**src/verilog/pmw_regs.vh**
```
`ifndef PMW_REGS_VH
`define PMW_REGS_VH

// ==========================================================================
// Register addresses on the special-function bus.
`define PMW_ADDR_PWR_CTL     8'h87
`define PMW_ADDR_CLK_SEL     8'h8f
`define PMW_ADDR_WAKE_MASK   8'h9f
`define PMW_ADDR_PWR_MODE    8'hc4
`define PMW_ADDR_TA_B        8'hc9

// ==========================================================================
// Reset values.
`define PMW_RST_PWR_CTL      8'h00
`define PMW_RST_CLK_SEL      8'hc0
`define PMW_RST_WAKE_MASK    8'hff
`define PMW_RST_PWR_MODE     8'h40
`define PMW_RST_WDLY         3'h6

// ==========================================================================
// Field positions.
`define PMW_PC_IDLE_BIT      0
`define PMW_PC_STOP_BIT      1
`define PMW_PC_SLEEP_BIT     2
`define PMW_PC_BAUD_BIT      7
`define PMW_PM_DIV_MSB       7
`define PMW_PM_DIV_LSB       6
`define PMW_PM_AUTO_BIT      5
`define PMW_CS_WDLY_MSB      7
`define PMW_CS_WDLY_LSB      5
`define PMW_TB_STAT_BIT      0

// ==========================================================================
// Field codes and timed-access keys.
`define PMW_DIV_SLOW         2'b11
`define PMW_DIV_FULL         2'b01
`define PMW_TB_KEY1          8'haa
`define PMW_TB_KEY2          8'h55
`define PMW_TB_CLOSE         8'h00

// ==========================================================================
// Timing counts in system clock cycles.
`define PMW_TB_WINDOW        9'd256
`define PMW_SLOW_DIVIDE      257
`define PMW_WDLY_BASE        14'd64

`endif

```
**src/verilog/pmw_clk_div.v**
```verilog
`timescale 1ns/10ps

// ==========================================================================
// Slow clock enable: one tick every DIV cycles while running.
module pmw_clk_div #(
	parameter DIV = 257,
	parameter CW  = 9
) (
	// Clock and reset.
	input  wire          mclk,
	input  wire          resetn,
	// Control and tick.
	input  wire          run,
	output reg           tick_ff
);

	reg [CW-1:0] count_ff;
	reg [CW-1:0] nxt_count;

	// Counter restarts whenever the slow mode is off, so the first slow
	// tick always comes a full period after entry.
	always @* begin
		if (!run || count_ff == DIV[CW-1:0] - 1'b1)
			nxt_count = {CW{1'b0}};
		else
			nxt_count = count_ff + 1'b1;
	end

	// Tick register.
	always @(posedge mclk or negedge resetn) begin
		if (!resetn) begin
			count_ff <= {CW{1'b0}};
			tick_ff  <= 1'b0;
		end else begin
			count_ff <= nxt_count;
			tick_ff  <= run && (count_ff == DIV[CW-1:0] - 1'b1);
		end
	end

endmodule // pmw_clk_div

```
**src/verilog/pmw_wake_ctl.v**
```verilog
`timescale 1ns/10ps
`include "pmw_regs.vh"

module pmw_wake_ctl #(
	parameter DLYW = 14
) (
	// Clock and reset.
	input  wire       mclk,
	input  wire       resetn,
	// Special-function register port.
	input  wire [7:0] sfrAddr,
	input  wire       sfrWrite,
	input  wire [7:0] sfrWdata,
	output reg  [7:0] sfrRdata_ff,
	// Wake sources, one bit per line in wake mask order.
	input  wire [7:0] extIntPinLow,
	input  wire [7:0] asyncPeriphFlag,
	input  wire [7:0] intEnable,
	// Interrupt logic and reset events.
	input  wire       intAccepted,
	input  wire       watchdogReset,
	// Serial port zero events.
	input  wire       serialRxLine,
	input  wire       serialRxEnable,
	input  wire       serialTxLoad,
	// Clock and power controls.
	output reg        cpuClkEn_ff,
	output reg        periphClkEn_ff,
	output reg        internalOscEn_ff,
	output reg        mainRegOn_ff,
	output reg        wakeEvent_ff,
	output reg        dividedMode_ff,
	output reg        idleMode_ff,
	output reg        stopMode_ff,
	output reg        timedAccessOpen_ff,
	output reg        baudDouble_ff
);

	// ======================================================================
	// States, one-hot.
	localparam [3:0] ST_RUN  = 4'h1;
	localparam [3:0] ST_IDLE = 4'h2;
	localparam [3:0] ST_STOP = 4'h4;
	localparam [3:0] ST_WDLY = 4'h8;

	reg [3:0]      state_ff;
	reg [3:0]      nxt_state;
	reg            sleepSel_ff;
	reg [7:0]      wakeMask_ff;
	reg [1:0]      clkDivCtl_ff;
	reg            autoReturn_ff;
	reg [2:0]      wakeDelaySel_ff;
	reg [1:0]      clkSrcSel_ff;
	reg            tbArmed_ff;
	reg [8:0]      tbCount_ff;
	reg [7:0]      lineLvlPrev_ff;
	reg            rxPrev_ff;
	reg [DLYW-1:0] wdlyCount_ff;
	reg [DLYW-1:0] nxt_wdlyCount;
	reg [7:0]      nxt_rdata;
	reg [DLYW-1:0] wdlyLoad;

	wire       slowTick;
	wire [7:0] lineLvl;
	wire [7:0] lineRise;
	wire       stopWake;
	wire       idleWake;
	wire       rxStartFall;
	wire       autoBack;
	wire       wrPwrCtl;
	wire       wrPwrMode;
	wire       wrTb;
	wire       slowMode;

	// ======================================================================
	// Wake source conditioning.
	// Only pins and unclocked peripheral flags feed the wake path; clocked
	// peripheral interrupts are not wired in here at all.
	assign lineLvl  = ~extIntPinLow | asyncPeriphFlag;
	assign lineRise = lineLvl & ~lineLvlPrev_ff;
	// Enables are deliberately not consulted for stop wake, so a masked-in line
	// wakes the core from stop even when its interrupt will not be serviced.
	assign stopWake = |(lineRise & wakeMask_ff);
	assign idleWake = |(lineLvl & intEnable);

	// Auto return triggers; the serial interrupt itself plays no part.
	assign rxStartFall = rxPrev_ff & ~serialRxLine;
	assign autoBack = autoReturn_ff &&
		(intAccepted ||
		 (rxStartFall && serialRxEnable) ||
		 serialTxLoad);

	assign slowMode  = (clkDivCtl_ff == `PMW_DIV_SLOW);
	assign wrPwrCtl  = sfrWrite && sfrAddr == `PMW_ADDR_PWR_CTL;
	assign wrPwrMode = sfrWrite && sfrAddr == `PMW_ADDR_PWR_MODE;
	assign wrTb      = sfrWrite && sfrAddr == `PMW_ADDR_TA_B;

	// ======================================================================
	// Divided clock enable for the CPU only; the peripheral clock enable is not divided.
	pmw_clk_div #(
		.DIV (`PMW_SLOW_DIVIDE),
		.CW  (9)
	) u_div (
		.mclk    (mclk),
		.resetn  (resetn),
		.run     (slowMode),
		.tick_ff (slowTick)
	);

	// ======================================================================
	// Edge history for wake lines and the serial receive line.
	always @(posedge mclk or negedge resetn) begin
		if (!resetn) begin
			lineLvlPrev_ff <= 8'h00;
			rxPrev_ff      <= 1'b1;
		end else begin
			lineLvlPrev_ff <= lineLvl;
			rxPrev_ff      <= serialRxLine;
		end
	end

	// ======================================================================
	// Timed-access B window. A repeated key pair restarts the full window.
	always @(posedge mclk or negedge resetn) begin
		if (!resetn) begin
			tbArmed_ff <= 1'b0;
			tbCount_ff <= 9'd0;
		end else if (wrTb) begin
			tbArmed_ff <= (sfrWdata == `PMW_TB_KEY1);
			if (sfrWdata == `PMW_TB_CLOSE)
				tbCount_ff <= 9'd0;
			else if (tbArmed_ff && sfrWdata == `PMW_TB_KEY2)
				tbCount_ff <= `PMW_TB_WINDOW;
			else if (tbCount_ff != 9'd0)
				tbCount_ff <= tbCount_ff - 9'd1;
		end else if (tbCount_ff != 9'd0) begin
			tbCount_ff <= tbCount_ff - 9'd1;
		end
	end

	// ======================================================================
	// Protected registers: wake mask and wake delay / clock source select.
	always @(posedge mclk or negedge resetn) begin
		if (!resetn) begin
			wakeMask_ff     <= `PMW_RST_WAKE_MASK;
			wakeDelaySel_ff <= `PMW_RST_WDLY;
			clkSrcSel_ff    <= 2'b00;
		end else if (sfrWrite && tbCount_ff != 9'd0) begin
			if (sfrAddr == `PMW_ADDR_WAKE_MASK)
				wakeMask_ff <= sfrWdata;
			if (sfrAddr == `PMW_ADDR_CLK_SEL) begin
				wakeDelaySel_ff <= sfrWdata[`PMW_CS_WDLY_MSB:
					`PMW_CS_WDLY_LSB];
				clkSrcSel_ff    <= sfrWdata[1:0];
			end
		end
	end

	// ======================================================================
	// Power mode register. Auto return drops back to the full-speed code,
	// so slow mode stays off until software writes the slow code again.
	always @(posedge mclk or negedge resetn) begin
		if (!resetn) begin
			clkDivCtl_ff  <= `PMW_DIV_FULL;
			autoReturn_ff <= 1'b0;
		end else if (watchdogReset) begin
			clkDivCtl_ff  <= `PMW_DIV_FULL;
			autoReturn_ff <= 1'b0;
		end else if (wrPwrMode) begin
			clkDivCtl_ff  <= sfrWdata[`PMW_PM_DIV_MSB:
				`PMW_PM_DIV_LSB];
			autoReturn_ff <= sfrWdata[`PMW_PM_AUTO_BIT];
		end else if (slowMode && autoBack) begin
			clkDivCtl_ff  <= `PMW_DIV_FULL;
		end
	end

	// ======================================================================
	// Wake delay length: zero, or 128 doubling up to 8192 cycles.
	always @* begin
		if (wakeDelaySel_ff == 3'd0)
			wdlyLoad = {DLYW{1'b0}};
		else
			wdlyLoad = `PMW_WDLY_BASE << wakeDelaySel_ff;
	end

	// ======================================================================
	// Mode sequencer.
	always @* begin
		nxt_state     = state_ff;
		nxt_wdlyCount = wdlyCount_ff;
		case (state_ff)
			ST_RUN: begin
				if (wrPwrCtl && sfrWdata[`PMW_PC_STOP_BIT])
					nxt_state = ST_STOP;
				else if (wrPwrCtl && sfrWdata[`PMW_PC_IDLE_BIT])
					nxt_state = ST_IDLE;
			end
			ST_IDLE: begin
				if (idleWake)
					nxt_state = ST_RUN;
			end
			ST_STOP: begin
				if (stopWake && sleepSel_ff && wdlyLoad != 0) begin
					nxt_state     = ST_WDLY;
					nxt_wdlyCount = wdlyLoad - 1'b1;
				end else if (stopWake) begin
					nxt_state = ST_RUN;
				end
			end
			ST_WDLY: begin
				if (wdlyCount_ff == {DLYW{1'b0}})
					nxt_state = ST_RUN;
				else
					nxt_wdlyCount = wdlyCount_ff - 1'b1;
			end
			default: nxt_state = ST_RUN;
		endcase
	end

	// State, sleep selection and the mode flags software sees.
	always @(posedge mclk or negedge resetn) begin
		if (!resetn) begin
			state_ff      <= ST_RUN;
			sleepSel_ff   <= 1'b0;
			wdlyCount_ff  <= {DLYW{1'b0}};
			baudDouble_ff <= 1'b0;
		end else begin
			state_ff     <= nxt_state;
			wdlyCount_ff <= nxt_wdlyCount;
			if (state_ff == ST_RUN && wrPwrCtl) begin
				sleepSel_ff   <= sfrWdata[`PMW_PC_SLEEP_BIT] &&
					sfrWdata[`PMW_PC_STOP_BIT];
				baudDouble_ff <= sfrWdata[`PMW_PC_BAUD_BIT];
			end else if (nxt_state == ST_RUN) begin
				sleepSel_ff <= 1'b0;
			end
		end
	end

	// ======================================================================
	// Clock and power outputs. All changes land on a clock edge, so the
	// oscillator enable falls only between whole cycles, never mid-pulse.
	always @(posedge mclk or negedge resetn) begin
		if (!resetn) begin
			cpuClkEn_ff        <= 1'b1;
			periphClkEn_ff     <= 1'b1;
			internalOscEn_ff   <= 1'b1;
			mainRegOn_ff       <= 1'b1;
			wakeEvent_ff       <= 1'b0;
			dividedMode_ff     <= 1'b0;
			idleMode_ff        <= 1'b0;
			stopMode_ff        <= 1'b0;
			timedAccessOpen_ff <= 1'b0;
		end else begin
			cpuClkEn_ff <= (nxt_state == ST_RUN) &&
				(!slowMode || slowTick);
			periphClkEn_ff <= (nxt_state == ST_RUN) ||
				(nxt_state == ST_IDLE);
			internalOscEn_ff <= (nxt_state != ST_STOP);
			mainRegOn_ff <= !(nxt_state == ST_STOP &&
				(sleepSel_ff || (wrPwrCtl && state_ff == ST_RUN &&
				sfrWdata[`PMW_PC_SLEEP_BIT])));
			// Tells the interrupt logic the core is back; it vectors
			// only if the waking line is itself enabled.
			wakeEvent_ff <= (state_ff != ST_RUN) &&
				(nxt_state == ST_RUN);
			dividedMode_ff <= slowMode;
			idleMode_ff <= (nxt_state == ST_IDLE);
			stopMode_ff <= (nxt_state == ST_STOP) ||
				(nxt_state == ST_WDLY);
			timedAccessOpen_ff <= (tbCount_ff != 9'd0);
		end
	end

	// ======================================================================
	// Register read-back, one cycle after the address. Request bits of the
	// power control register are write-only and read as zero.
	always @* begin
		nxt_rdata = 8'h00;
		case (sfrAddr)
			`PMW_ADDR_PWR_CTL:
				nxt_rdata[`PMW_PC_BAUD_BIT] = baudDouble_ff;
			`PMW_ADDR_PWR_MODE: begin
				nxt_rdata[`PMW_PM_DIV_MSB:`PMW_PM_DIV_LSB] =
					clkDivCtl_ff;
				nxt_rdata[`PMW_PM_AUTO_BIT] = autoReturn_ff;
			end
			`PMW_ADDR_WAKE_MASK: nxt_rdata = wakeMask_ff;
			`PMW_ADDR_CLK_SEL: begin
				nxt_rdata[`PMW_CS_WDLY_MSB:`PMW_CS_WDLY_LSB] =
					wakeDelaySel_ff;
				nxt_rdata[1:0] = clkSrcSel_ff;
			end
			`PMW_ADDR_TA_B:
				nxt_rdata[`PMW_TB_STAT_BIT] = (tbCount_ff != 9'd0);
			default: nxt_rdata = 8'h00;
		endcase
	end

	// Read data register.
	always @(posedge mclk or negedge resetn) begin
		if (!resetn)
			sfrRdata_ff <= 8'h00;
		else
			sfrRdata_ff <= nxt_rdata;
	end

endmodule // pmw_wake_ctl

```
**config.mk**
```make
export PLATFORM = sky130hd
export DESIGN_NAME = pmw_wake_ctl
export DESIGN_NICKNAME = d
export VERILOG_FILES = /design/src/verilog/pmw_clk_div.v /design/src/verilog/pmw_wake_ctl.v
export VERILOG_INCLUDE_DIRS = /design/src /design/src/verilog
export SDC_FILE = /design/constraint.sdc
export NUM_CORES = 1
export LEC_CHECK = 0
export BUFFER_PORTS_ARGS = -buffer_cell sky130_fd_sc_hd__buf_2
export CAP_MARGIN = 20
export CORE_ASPECT_RATIO = 1.5
export CORE_MARGIN = 1.5
export CORE_UTILIZATION = 30
export DETAILED_ROUTE_END_ITERATION = 8
export GPL_ROUTABILITY_DRIVEN = 0
export SETUP_SLACK_MARGIN = 0.3
export SYNTH_ARGS = -nofsm -noshare
export SYNTH_HDL_FRONTEND = slang
export SYNTH_SLANG_ARGS = --single-unit
```
**constraint.sdc**
```tcl
create_clock -name mclk -period 5.7 [get_ports mclk]
set_clock_uncertainty 0.05 [all_clocks]
set_input_delay 0.57 -clock mclk [delete_from_list [all_inputs] [get_ports mclk]]
set_output_delay 0.57 -clock mclk [all_outputs]
set_load 0.01 [all_outputs]
```
==> out/results.txt, run 1 <==
outcome: finished, final reports clean
most common cell in the netlist: dfrtp_1
CTS Hold Bufs: 0
Slew HR: 31.0%
DRC Markers: 0
GR Overflow Total: 0
fin nets: 508
Avg Cell Area, Syn: 10.4 sq um
PwrDens: 282 mW/mm^2
crit-path cells: or4b_1 > nor2_1 > or2_2 > a21boi_0
YS warnings: 0
Startpoint Class: flip-flop
CTS tree: built
sequential fraction of the synthesis area: 51.1%
total detailed-routing wirelength: 10100 um
Buf+Inv Stages, Crit Path: 0
placed cell count: 604
RSZ-0062 raised after global routing: no
row cnt: 51
area delta synth->final: 18.8%
DR vias: 3289
post-route cell area: 0.00482 sq mm
antenna violations before repair: 0
layout cells sized above 1: 28.4%
setup TNS: 0 ns
final worst-path cycle share: 48.3%
depth of the CTS H-tree: 3
clock latency on the worst-skew pair: 0.34 ns
fmax: 363 MHz
Cell Area, Synth: 0.00406 sq mm
largest net degree at the start of global routing: 63
Core Area: 0.0131 sq mm
post-CTS setup repair buffer count: 0
Final Critical Period: 2.75 ns
Crit-path slowest cell: or4b_1
Yosys reg bits: 82
Final WS setup: 2.95 ns
Top delay family on crit path: simple AND/OR/NAND/NOR gates
Final Slew Violations: 0
worst hold path type: input pin to asynchronous set/reset pin
Post-synth ARST share: 100%
peak per-stage delay on the critical path: 0.81 ns
ANT cells: 0
Synthesized Nets: 441
Clock transition at path regs: 0.06 ns
die area: 0.0143 sq mm
Finished Layout Cells: 620
Distinct cells, synth: 64
Crit Path Class: flip-flop to flip-flop
gr usage total: 14.9%
number of global-route vias before repair: 3416
dpl cell area: 0.00454 sq mm
Max Cap Viol: 0
Fin. Hold Viols: 0
register area: 0.00207 sq mm
Worst-Margin Slew: 1.02 ns
Vias/cell: 5.30
fillers: 1286
Final HPWL DP: 7550 um
clock sink count: 82
Setup Viol. Count Final: 0
number of enable flip-flop cells after synthesis: 0
predominant post-synthesis flop cell: dfrtp_1
CP Data Required Time: 5.85 ns
Syn Inst Count: 389
FF-to-FF Start: state_ff[1]$_DFF_PN0_
num ports: 66
worst slack at placement: 3.01 ns
synth top area cells: dfrtp_1, dfstp_2, nand2_1
crit-path max FO: 15
Worst Setup End Kind: flip-flop
Synth area leader: dfrtp_1
ANT nets after route: 0
I/O Buffers: 65
area share of the largest cell type after synthesis: 40.1%
drt pass-1 iters: 4
Initial DRC Count: 127
Die X: 98.0 um
global-route wire length before repair: 16900 um
Clock Tree Root: clkbuf_16
worst-case clock buffer depth: 2
Critical Path Start: state_ff[1]$_DFF_PN0_
TritonCTS Buffers: 9
WL per Instance: 16.3 um
synth cell count leaders: dfrtp_1, nand2_1, nor2_1
area of the multi-input gates: 0.00186 sq mm
Leak: 2.11 nW
IR drop worst, VDD: 121 uV
arrival time at the worst endpoint: 2.91 ns
Die Ht: 145 um
post-CTS sizing: 0
initial core utilization: 31.0%
-- stage by stage --
stage / utilization (%) / power, W / hold WS (ns)
after floorplan: - / 0.000739 / 0.224
after global placement: 34.7 / 0.000818 / 0.403
after detailed placement: 34.7 / 0.000822 / 0.410
after CTS: 36.9 / 0.00138 / 0.0582
after global routing: 36.9 / 0.00142 / 0.0723
final: 36.9 / 0.00136 / 0.0534
-- registers in the layout, summed over array words and instances, names as in the netlist, 2 cells and up --
name / count
sfrRdata_ff: 8
wakeMask_ff: 8
wdlyCount_ff: 14
state_ff: 4
tbCount_ff: 9
clkSrcSel_ff: 2
wakeDelaySel_ff: 3
clkDivCtl_ff: 2
u_div.count_ff: 9
lineLvlPrev_ff: 8
-- cells in the final DEF, fill, tap and decap left out, types with 6 or more instances in the layout --
cell type	n
a21oi_1	7
a22oi_1	8
and2_1	6
and3_1	8
buf_2	64
clkbuf_16	9
dfrtp_1	65
dfstp_2	17
inv_1	17
mux2_2	6
mux2_4	8
nand2_1	35
nand2b_1	7
nand3_1	15
nand3b_1	10
nand4_1	7
nor2_1	34
nor3_1	12
nor4_1	6
o21ai_0	17
xor2_1	8
-- report_power, final --
part	switching (W)	internal, W
logic	0.0000766	0.0000656
registers	0.0000364	0.000630
clock network	0.000233	0.000318
-- kinds of logic (layout without fill, tap and decap cells) --
family	count (synthesis)	after routing	synth area share, %
AO/OA/AOI/OAI	76	76	13.6
multiplexers	16	16	5.12
XOR/XNOR	13	13	2.80
flip-flops	82	82	51.1
buffers and inverters	29	101	3.14
AND/OR/NAND/NOR	169	169	23.1
adder cells (fa/ha/maj)	4	4	1.23
-- layer usage --
| layer | GRT usage (%) | share of wire, % | wire length, um | vias to the layer above |
|---|---|---|---|---|
| met5 | 0 | 0 | 0 | - |
| met4 | 9.14 | 4.5 | 455 | 0 |
| met3 | 2.59 | 3.4 | 348 | 27 |
| met2 | 25.5 | 52 | 5240 | 84 |
| met1 | 17.0 | 40 | 4060 | 1634 |
| li1 | - | - | - | 1544 |
-- cell type report --
| class | instances | share of cell area [%] |
|---|---|---|
| multi-input combinational | 278 | 38.5 |
| timing repair buffer | 67 | 7.11 |
| clock buffer | 12 | 5.32 |
| tap | 159 | 4.12 |
| sequential | 82 | 43.0 |
| clock inverter | 4 | 0.545 |
| inverter | 18 | 1.40 |
-- path summary, 6_finish.rpt --
check | endpoint | cells past startpoint | slack, ns
max in group asynchronous | autoReturn_ff$_DFFE_PN0P_ | 2 | 4.48
worst min-delay path | wdlyCount_ff[2]$_DFFE_PN0P_ | 1 | 0.05
worst min register to register | tbArmed_ff$_DFFE_PN0P_ | 1 | 0.42
worst max register to register | wdlyCount_ff[13]$_DFFE_PN0P_ | 4 | 2.95
min in group mclk | rxPrev_ff$_DFF_PN1_ | 1 | 0.30
worst max-delay path | wdlyCount_ff[13]$_DFFE_PN0P_ | 4 | 2.95
Note: power is estimated with default switching activity, not from simulation.
==> inputs of run 2 (changes only) <==
--- a/config.mk
+++ b/config.mk
@@ -6,6 +6,7 @@
 export SDC_FILE = /design/constraint.sdc
 export NUM_CORES = 1
 export LEC_CHECK = 0
+export ABC_AREA = 1
 export BUFFER_PORTS_ARGS = -buffer_cell sky130_fd_sc_hd__buf_2
 export CAP_MARGIN = 20
 export CORE_ASPECT_RATIO = 1.5
==> constraint.sdc (replaced) <==
create_clock -name mclk -period 2.7 [get_ports mclk]
set_clock_uncertainty 0.05 [all_clocks]
set_input_delay 0.27 -clock mclk [delete_from_list [all_inputs] [get_ports mclk]]
set_output_delay 0.27 -clock mclk [all_outputs]
set_load 0.01 [all_outputs]
==> run 2 against run 1 <==
Against the previous run:
- cell count rose by 29%
- synthesized cell count rose by 37%
- synthesized area rose by 5.2%
- critical path depth rose by 7
==> out/results.txt, run 2 <==
most common cell in the netlist: nand2_1
number of global-route vias before repair: 3653
outcome: finished, final reports clean
Top Registers: wdlyCount_ff x14, tbCount_ff x9, u_div.count_ff x9
post-CTS sizing: 0
Core Area: 0.0140 sq mm
Layout Utilization: 36.7%
final hold slack: 0.0996 ns
post-route cell area: 0.00513 sq mm
RSZ-0062 raised after global routing: no
antenna violations before repair: 0
Fin. Hold Viols: 0
sequential group share of total power: 46.2%
Clock Tree Root: clkbuf_16
Avg Cell Area, Syn: 8.03 sq um
Int Pwr: 0.00222 W
Clock transition at path regs: 0.06 ns
WL per Instance: 12.9 um
synth cell count leaders: nand2_1, inv_1, nor2_1
arrival time at the worst endpoint: 2.21 ns
Critical Path Sink: wdlyCount_ff[8]$_DFFE_PN0P_
Final Critical Period: 1.99 ns
number of enable flip-flop cells after synthesis: 0
row cnt: 53
Crit Path Class: flip-flop to flip-flop
ANT nets after route: 0
fmax: 503 MHz
total detailed-routing wirelength: 10400 um
Initial DRC Count: 157
most frequent cells in the layout: nand2_1, inv_1, nor2_1
power share of the combinational group: 13.6%
I/O Buffers: 65
largest net degree at the start of global routing: 83
CTS tree: built
Worst R2R End: wdlyCount_ff[8]$_DFFE_PN0P_
Synth area leader: dfrtp_1
CP Data Required Time: 2.93 ns
sequential fraction of the synthesis area: 48.5%
synth top area cells: dfrtp_1, nand2_1, dfstp_2
HP Start: extIntPinLow[0]
crit-path max FO: 13
clock power share: 40.1%
Vias/cell: 4.57
DRC Markers: 0
DR vias: 3669
die area: 0.0150 sq mm
GR Overflow Total: 0
max reg flops: 14
drt pass-1 iters: 4
dpl cell area: 0.00479 sq mm
Worst Setup End Kind: flip-flop
IR drop worst, VDD: 294 uV
Die Ht: 149 um
num ports: 66
R2R cell count: 11
placed cell count: 784
depth of the CTS H-tree: 3
initial core utilization: 30.5%
layout cells sized above 1: 22.6%
worst-case clock buffer depth: 2
Max Cap Viol: 0
area delta synth->final: 20.1%
Worst-Margin Slew: 0.635 ns
Distinct cells, synth: 40
clock latency on the worst-skew pair: 0.34 ns
predominant post-synthesis flop cell: dfrtp_1
Yosys reg bits: 82
Startpoint Class: flip-flop
worst hold path type: input pin to flip-flop
FF-to-FF Start: state_ff[2]$_DFF_PN0_
Die X: 100 um
area share of the largest cell type after synthesis: 38.1%
R2R setup slack: 0.71 ns
YS warnings: 0
Setup Viol. Count Final: 0
most common cell after layout, fill and taps aside: nand2_1
Slew HR: 57.7%
Final HPWL DP: 7930 um
Sw Pwr: 0.000818 W
Finished Layout Cells: 802
clock sink count: 82
Leak: 2.48 nW
Final Slew Violations: 0
fin nets: 658
Critical Path Start: state_ff[2]$_DFF_PN0_
setup TNS: 0 ns
Cell Area, Synth: 0.00427 sq mm
switching part of the total: 26.9%
ANT cells: 0
PwrDens: 593 mW/mm^2
Synthesized Nets: 584
Top reg by flops: wdlyCount_ff
Post-synth ARST share: 100%
TritonCTS Buffers: 9
global-route wire length before repair: 16900 um
gr usage total: 14.5%
final worst-path cycle share: 73.6%
Syn Inst Count: 532
-- run 2: worst max-delay path, cell delays in order (launching register included) --
cell and delay (ns):
dfrtp_1 0.45, inv_2 0.07, nand2_1 0.05, nor2_2 0.43
nand2_1 0.10, ha_1 0.25, inv_1 0.09, nor2_1 0.06
nand2_1 0.07, xor2_1 0.15, nand2_1 0.07, nand2_1 0.08
-- run 2: power by group through the flow --
stage	Combinational, W	Sequential, W	Clock [W]
6_report	0.000414	0.00141	0.00122
5_1_grt	0.000471	0.00142	0.00130
4_1_cts	0.000412	0.00141	0.00125
3_5_place_dp	0.000409	0.00143	0
3_3_place_gp	0.000399	0.00143	0
2_1_floorplan	0.000239	0.00143	0
-- run 2: area by class of cell --
type / instances / area (sq um)
repair buffers: 68 / 375
multi-input cells: 369 / 1860
inverters: 76 / 285
flip-flops and latches: 82 / 2070
clock inverters: 5 / 55.1
fillers: 1444 / 8860
well taps: 192 / 240
clock buffers: 10 / 239
-- run 2: worst min path at each step --
| stage | cells past startpoint | end | slack, ns |
|---|---|---|---|
| after detailed placement | 1 | rxPrev_ff$_DFF_PN1_ | 0.33 |
| after global placement | 1 | rxPrev_ff$_DFF_PN1_ | 0.33 |
| after floorplan | 0 | autoReturn_ff$_DFFE_PN0P_ | -0.08 |
| after CTS | 2 | lineLvlPrev_ff[0]$_DFF_PN0_ | 0.08 |
| after global routing | 2 | lineLvlPrev_ff[0]$_DFF_PN0_ | 0.08 |
| final | 2 | lineLvlPrev_ff[0]$_DFF_PN0_ | 0.1 |
-- run 2: cells by family after synthesis --
family / share of synthesized area (%)
adder cells (fa/ha/maj): 1.17
XOR/XNOR: 2.26
buffers and inverters: 7.85
flip-flops: 48.5
AND/OR/NAND/NOR: 31.3
AO/OA/AOI/OAI: 8.88
-- run 2: routing by layer --
metal | vias to the layer above | wire [um] | track usage [%] | share of wire [%]
li1 | 1842 | - | - | -
met1 | 1728 | 4060 | 15.4 | 39
met2 | 75 | 5660 | 26.8 | 55
met3 | 24 | 361 | 3.19 | 3.5
met4 | 0 | 277 | 7.04 | 2.7
met5 | - | 0 | 0 | 0
-- run 2: timing repair --
action / CTS / global route
endpoints found under the hold margin: 1 / 24
hold buffers: 1 / 1
buffers inserted: 0 / 0
-- run 2: metrics by stage --
stage | total power, W | setup slack (ns)
floorplan | 0.00167 | 1.01
finish | 0.00304 | 0.713
global route | 0.00319 | 0.542
global placement | 0.00182 | 0.784
detailed placement | 0.00184 | 0.735
CTS | 0.00307 | 0.709
==> inputs of run 3 (changes only) <==
==> constraint.sdc (replaced) <==
create_clock -name mclk -period 1.7 [get_ports mclk]
set_clock_uncertainty 0.05 [all_clocks]
set_input_delay 0.17 -clock mclk [delete_from_list [all_inputs] [get_ports mclk]]
set_output_delay 0.17 -clock mclk [all_outputs]
set_load 0.01 [all_outputs]
==> run 3 against run 2 <==
Against the previous run:
- combinational power increased to 2.7 times the previous value
- routed wire length increased by 26%
- largest cell class is now multi-input gates
- cell count increased by 10%
- the run now ends with negative setup slack left
- clock power increased by 86%
- total power increased by 86%
==> out/results.txt, run 3 (synthesis results as in run 2) <==
outcome: complete, but fails checks
failing checks: negative setup slack
Final Critical Period: 1.73 ns
crit-path cells: nor2_2 > nand3_2 > or2_4 > o21ai_4 > o21ai_4 > buf_12 > buf_12 > nor2_4
row cnt: 53
Final Slew Violations: 0
fmax: 577 MHz
clock latency on the worst-skew pair: 0.34 ns
Top Registers: wdlyCount_ff x14, tbCount_ff x9, u_div.count_ff x9
largest net degree at the start of global routing: 40
DR vias: 4150
Slew HR: 71.7%
Clock Tree Root: clkbuf_16
depth of the CTS H-tree: 3
Final HPWL DP: 8760 um
Worst Setup End Kind: flip-flop
CTS tree: built
Top reg by flops: wdlyCount_ff
clock sink count: 82
Startpoint Class: flip-flop
Critical Path Start: wdlyCount_ff[2]$_DFFE_PN0P_
final worst-path cycle share: 102%
num ports: 66
gr usage total: 17.1%
Crit Path Class: flip-flop to flip-flop
Fin. Hold Viols: 0
most frequent cells in the layout: nand2_1, buf_2, dfrtp_1
most common cell after layout, fill and taps aside: nand2_1
worst hold stages: 2
TritonCTS Buffers: 9
Die X: 100 um
Die Ht: 149 um
Initial DRC Count: 229
Worst R2R End: periphClkEn_ff$_DFF_PN1_
R2R setup slack: -0.03 ns
arrival time at the worst endpoint: 1.96 ns
Hold EP: lineLvlPrev_ff[7]$_DFF_PN0_
PwrDens: 862 mW/mm^2
met3 WL: 384 um
number of global-route vias before repair: 4211
worst-case clock buffer depth: 2
initial core utilization: 30.5%
Max Cap Viol: 0
crit-path max FO: 7
IR drop worst, VDD: 528 uV
Top Layer Used: met4
ANT cells: 0
Leak: 3.05 nW
area delta synth->final: 53.4%
layout cells sized above 1: 48.6%
drt pass-1 iters: 5
GR Overflow Total: 0
Layout Utilization: 46.8%
WL per Instance: 14.8 um
Vias/cell: 4.69
Setup Viol. Count Final: 3
I/O Buffers: 65
Final WS setup: -0.0321 ns
Core Area: 0.0140 sq mm
Crit-path slowest cell: dfrtp_1
FF-to-FF Start: wdlyCount_ff[2]$_DFFE_PN0P_
total detailed-routing wirelength: 13100 um
R2R cell count: 8
worst hold path type: input pin to flip-flop
CP Data Required Time: 1.93 ns
ANT nets after route: 0
RSZ-0062 raised after global routing: yes
Clock transition at path regs: 0.06 ns
peak per-stage delay on the critical path: 0.39 ns
global-route wire length before repair: 19700 um
wl on met1: 4830 um
Worst-Margin Slew: 0.424 ns
routed length on met2: 7410 um
fin nets: 739
antenna violations before repair: 0
die area: 0.0150 sq mm
HP Start: extIntPinLow[7]
max reg flops: 14
final hold slack: 0.00334 ns
DRC Markers: 0
[run 3: cell types whose count changed in the layout (fill, tap and decap cells not counted), sizes merged]
| cell | previous run | this run |
|---|---|---|
| clkinvlp | 2 | 0 |
| clkbuf | 10 | 14 |
| clkinv | 2 | 0 |
| bufinv | 1 | 3 |
| dlygate4sd3 | 2 | 8 |
| nand3 | 37 | 39 |
| nand2 | 140 | 142 |
| buf | 66 | 136 |
[run 3: layout make-up]
cell class / count / area, sq um
repair buffers: 145 / 1070
inverters: 76 / 290
fillers: 1293 / 7440
clock inverters: 3 / 90.1
flip-flops and latches: 82 / 2080
multi-input cells: 373 / 2530
clock buffers: 13 / 250
well taps: 192 / 240
[run 3: per-layer routing]
layer / GRT usage [%] / up-vias
met1: 17.4 / 2011
met2: 32.8 / 85
li1: - / 2024
met4: 8.59 / 0
met5: 0 / -
met3: 2.86 / 30
[run 3: metrics by stage]
step	setup TNS, ns	cell area (sq um)	power, W	worst slack, ns	std cells
6_report	-0.0644	6550	0.00564	-0.0321	884
5_1_grt	-0.834	6550	0.00587	-0.0877	884
4_1_cts	0	5900	0.00552	0.0389	857
3_5_place_dp	-0.0121	5060	0.00301	-0.0121	807
3_3_place_gp	0	5060	0.00298	0.00151	807
2_1_floorplan	0	4350	0.00266	0.107	532
[run 3: critical path: cells and delay by family, from the launching register on]
| kind | cells | cell delay [ns] |
|---|---|---|
| flops | 1 | 0.39 |
| compound gates | 2 | 0.33 |
| simple gates | 4 | 0.61 |
| buf+inv | 2 | 0.28 |
[run 3: worst max-delay path by stage]
stage / endpoint / slack (ns) / cells after the start
after global placement: wakeEvent_ff$_DFF_PN0_ / 0.002 / 9
after floorplan: wdlyCount_ff[8]$_DFFE_PN0P_ / 0.11 / 12
after global routing: wdlyCount_ff[7]$_DFFE_PN0P_ / -0.09 / 8
after CTS: wdlyCount_ff[13]$_DFFE_PN0P_ / 0.04 / 10
final: periphClkEn_ff$_DFF_PN1_ / -0.03 / 8
after detailed placement: wakeEvent_ff$_DFF_PN0_ / -0.01 / 9
[run 3: repair_timing]
item | in CTS | in global routing
hold buffers | 8 | 0
cloned | 3 | 2
gates resized for setup | 67 | 116
buffers inserted | 23 | 25
pin swaps | 25 | 61
endpoints found under the setup margin | 52 | 56
hold endpoints to repair | 29 | 0
[run 3: where the power goes]
| group | switching, W | leakage (nW) | total (W) | internal, W |
|---|---|---|---|---|
| logic | 0.000644 | 1.89 | 0.00113 | 0.000488 |
| clock network | 0.000790 | 0.164 | 0.00227 | 0.00148 |
| registers | 0.000112 | 0.999 | 0.00224 | 0.00213 |
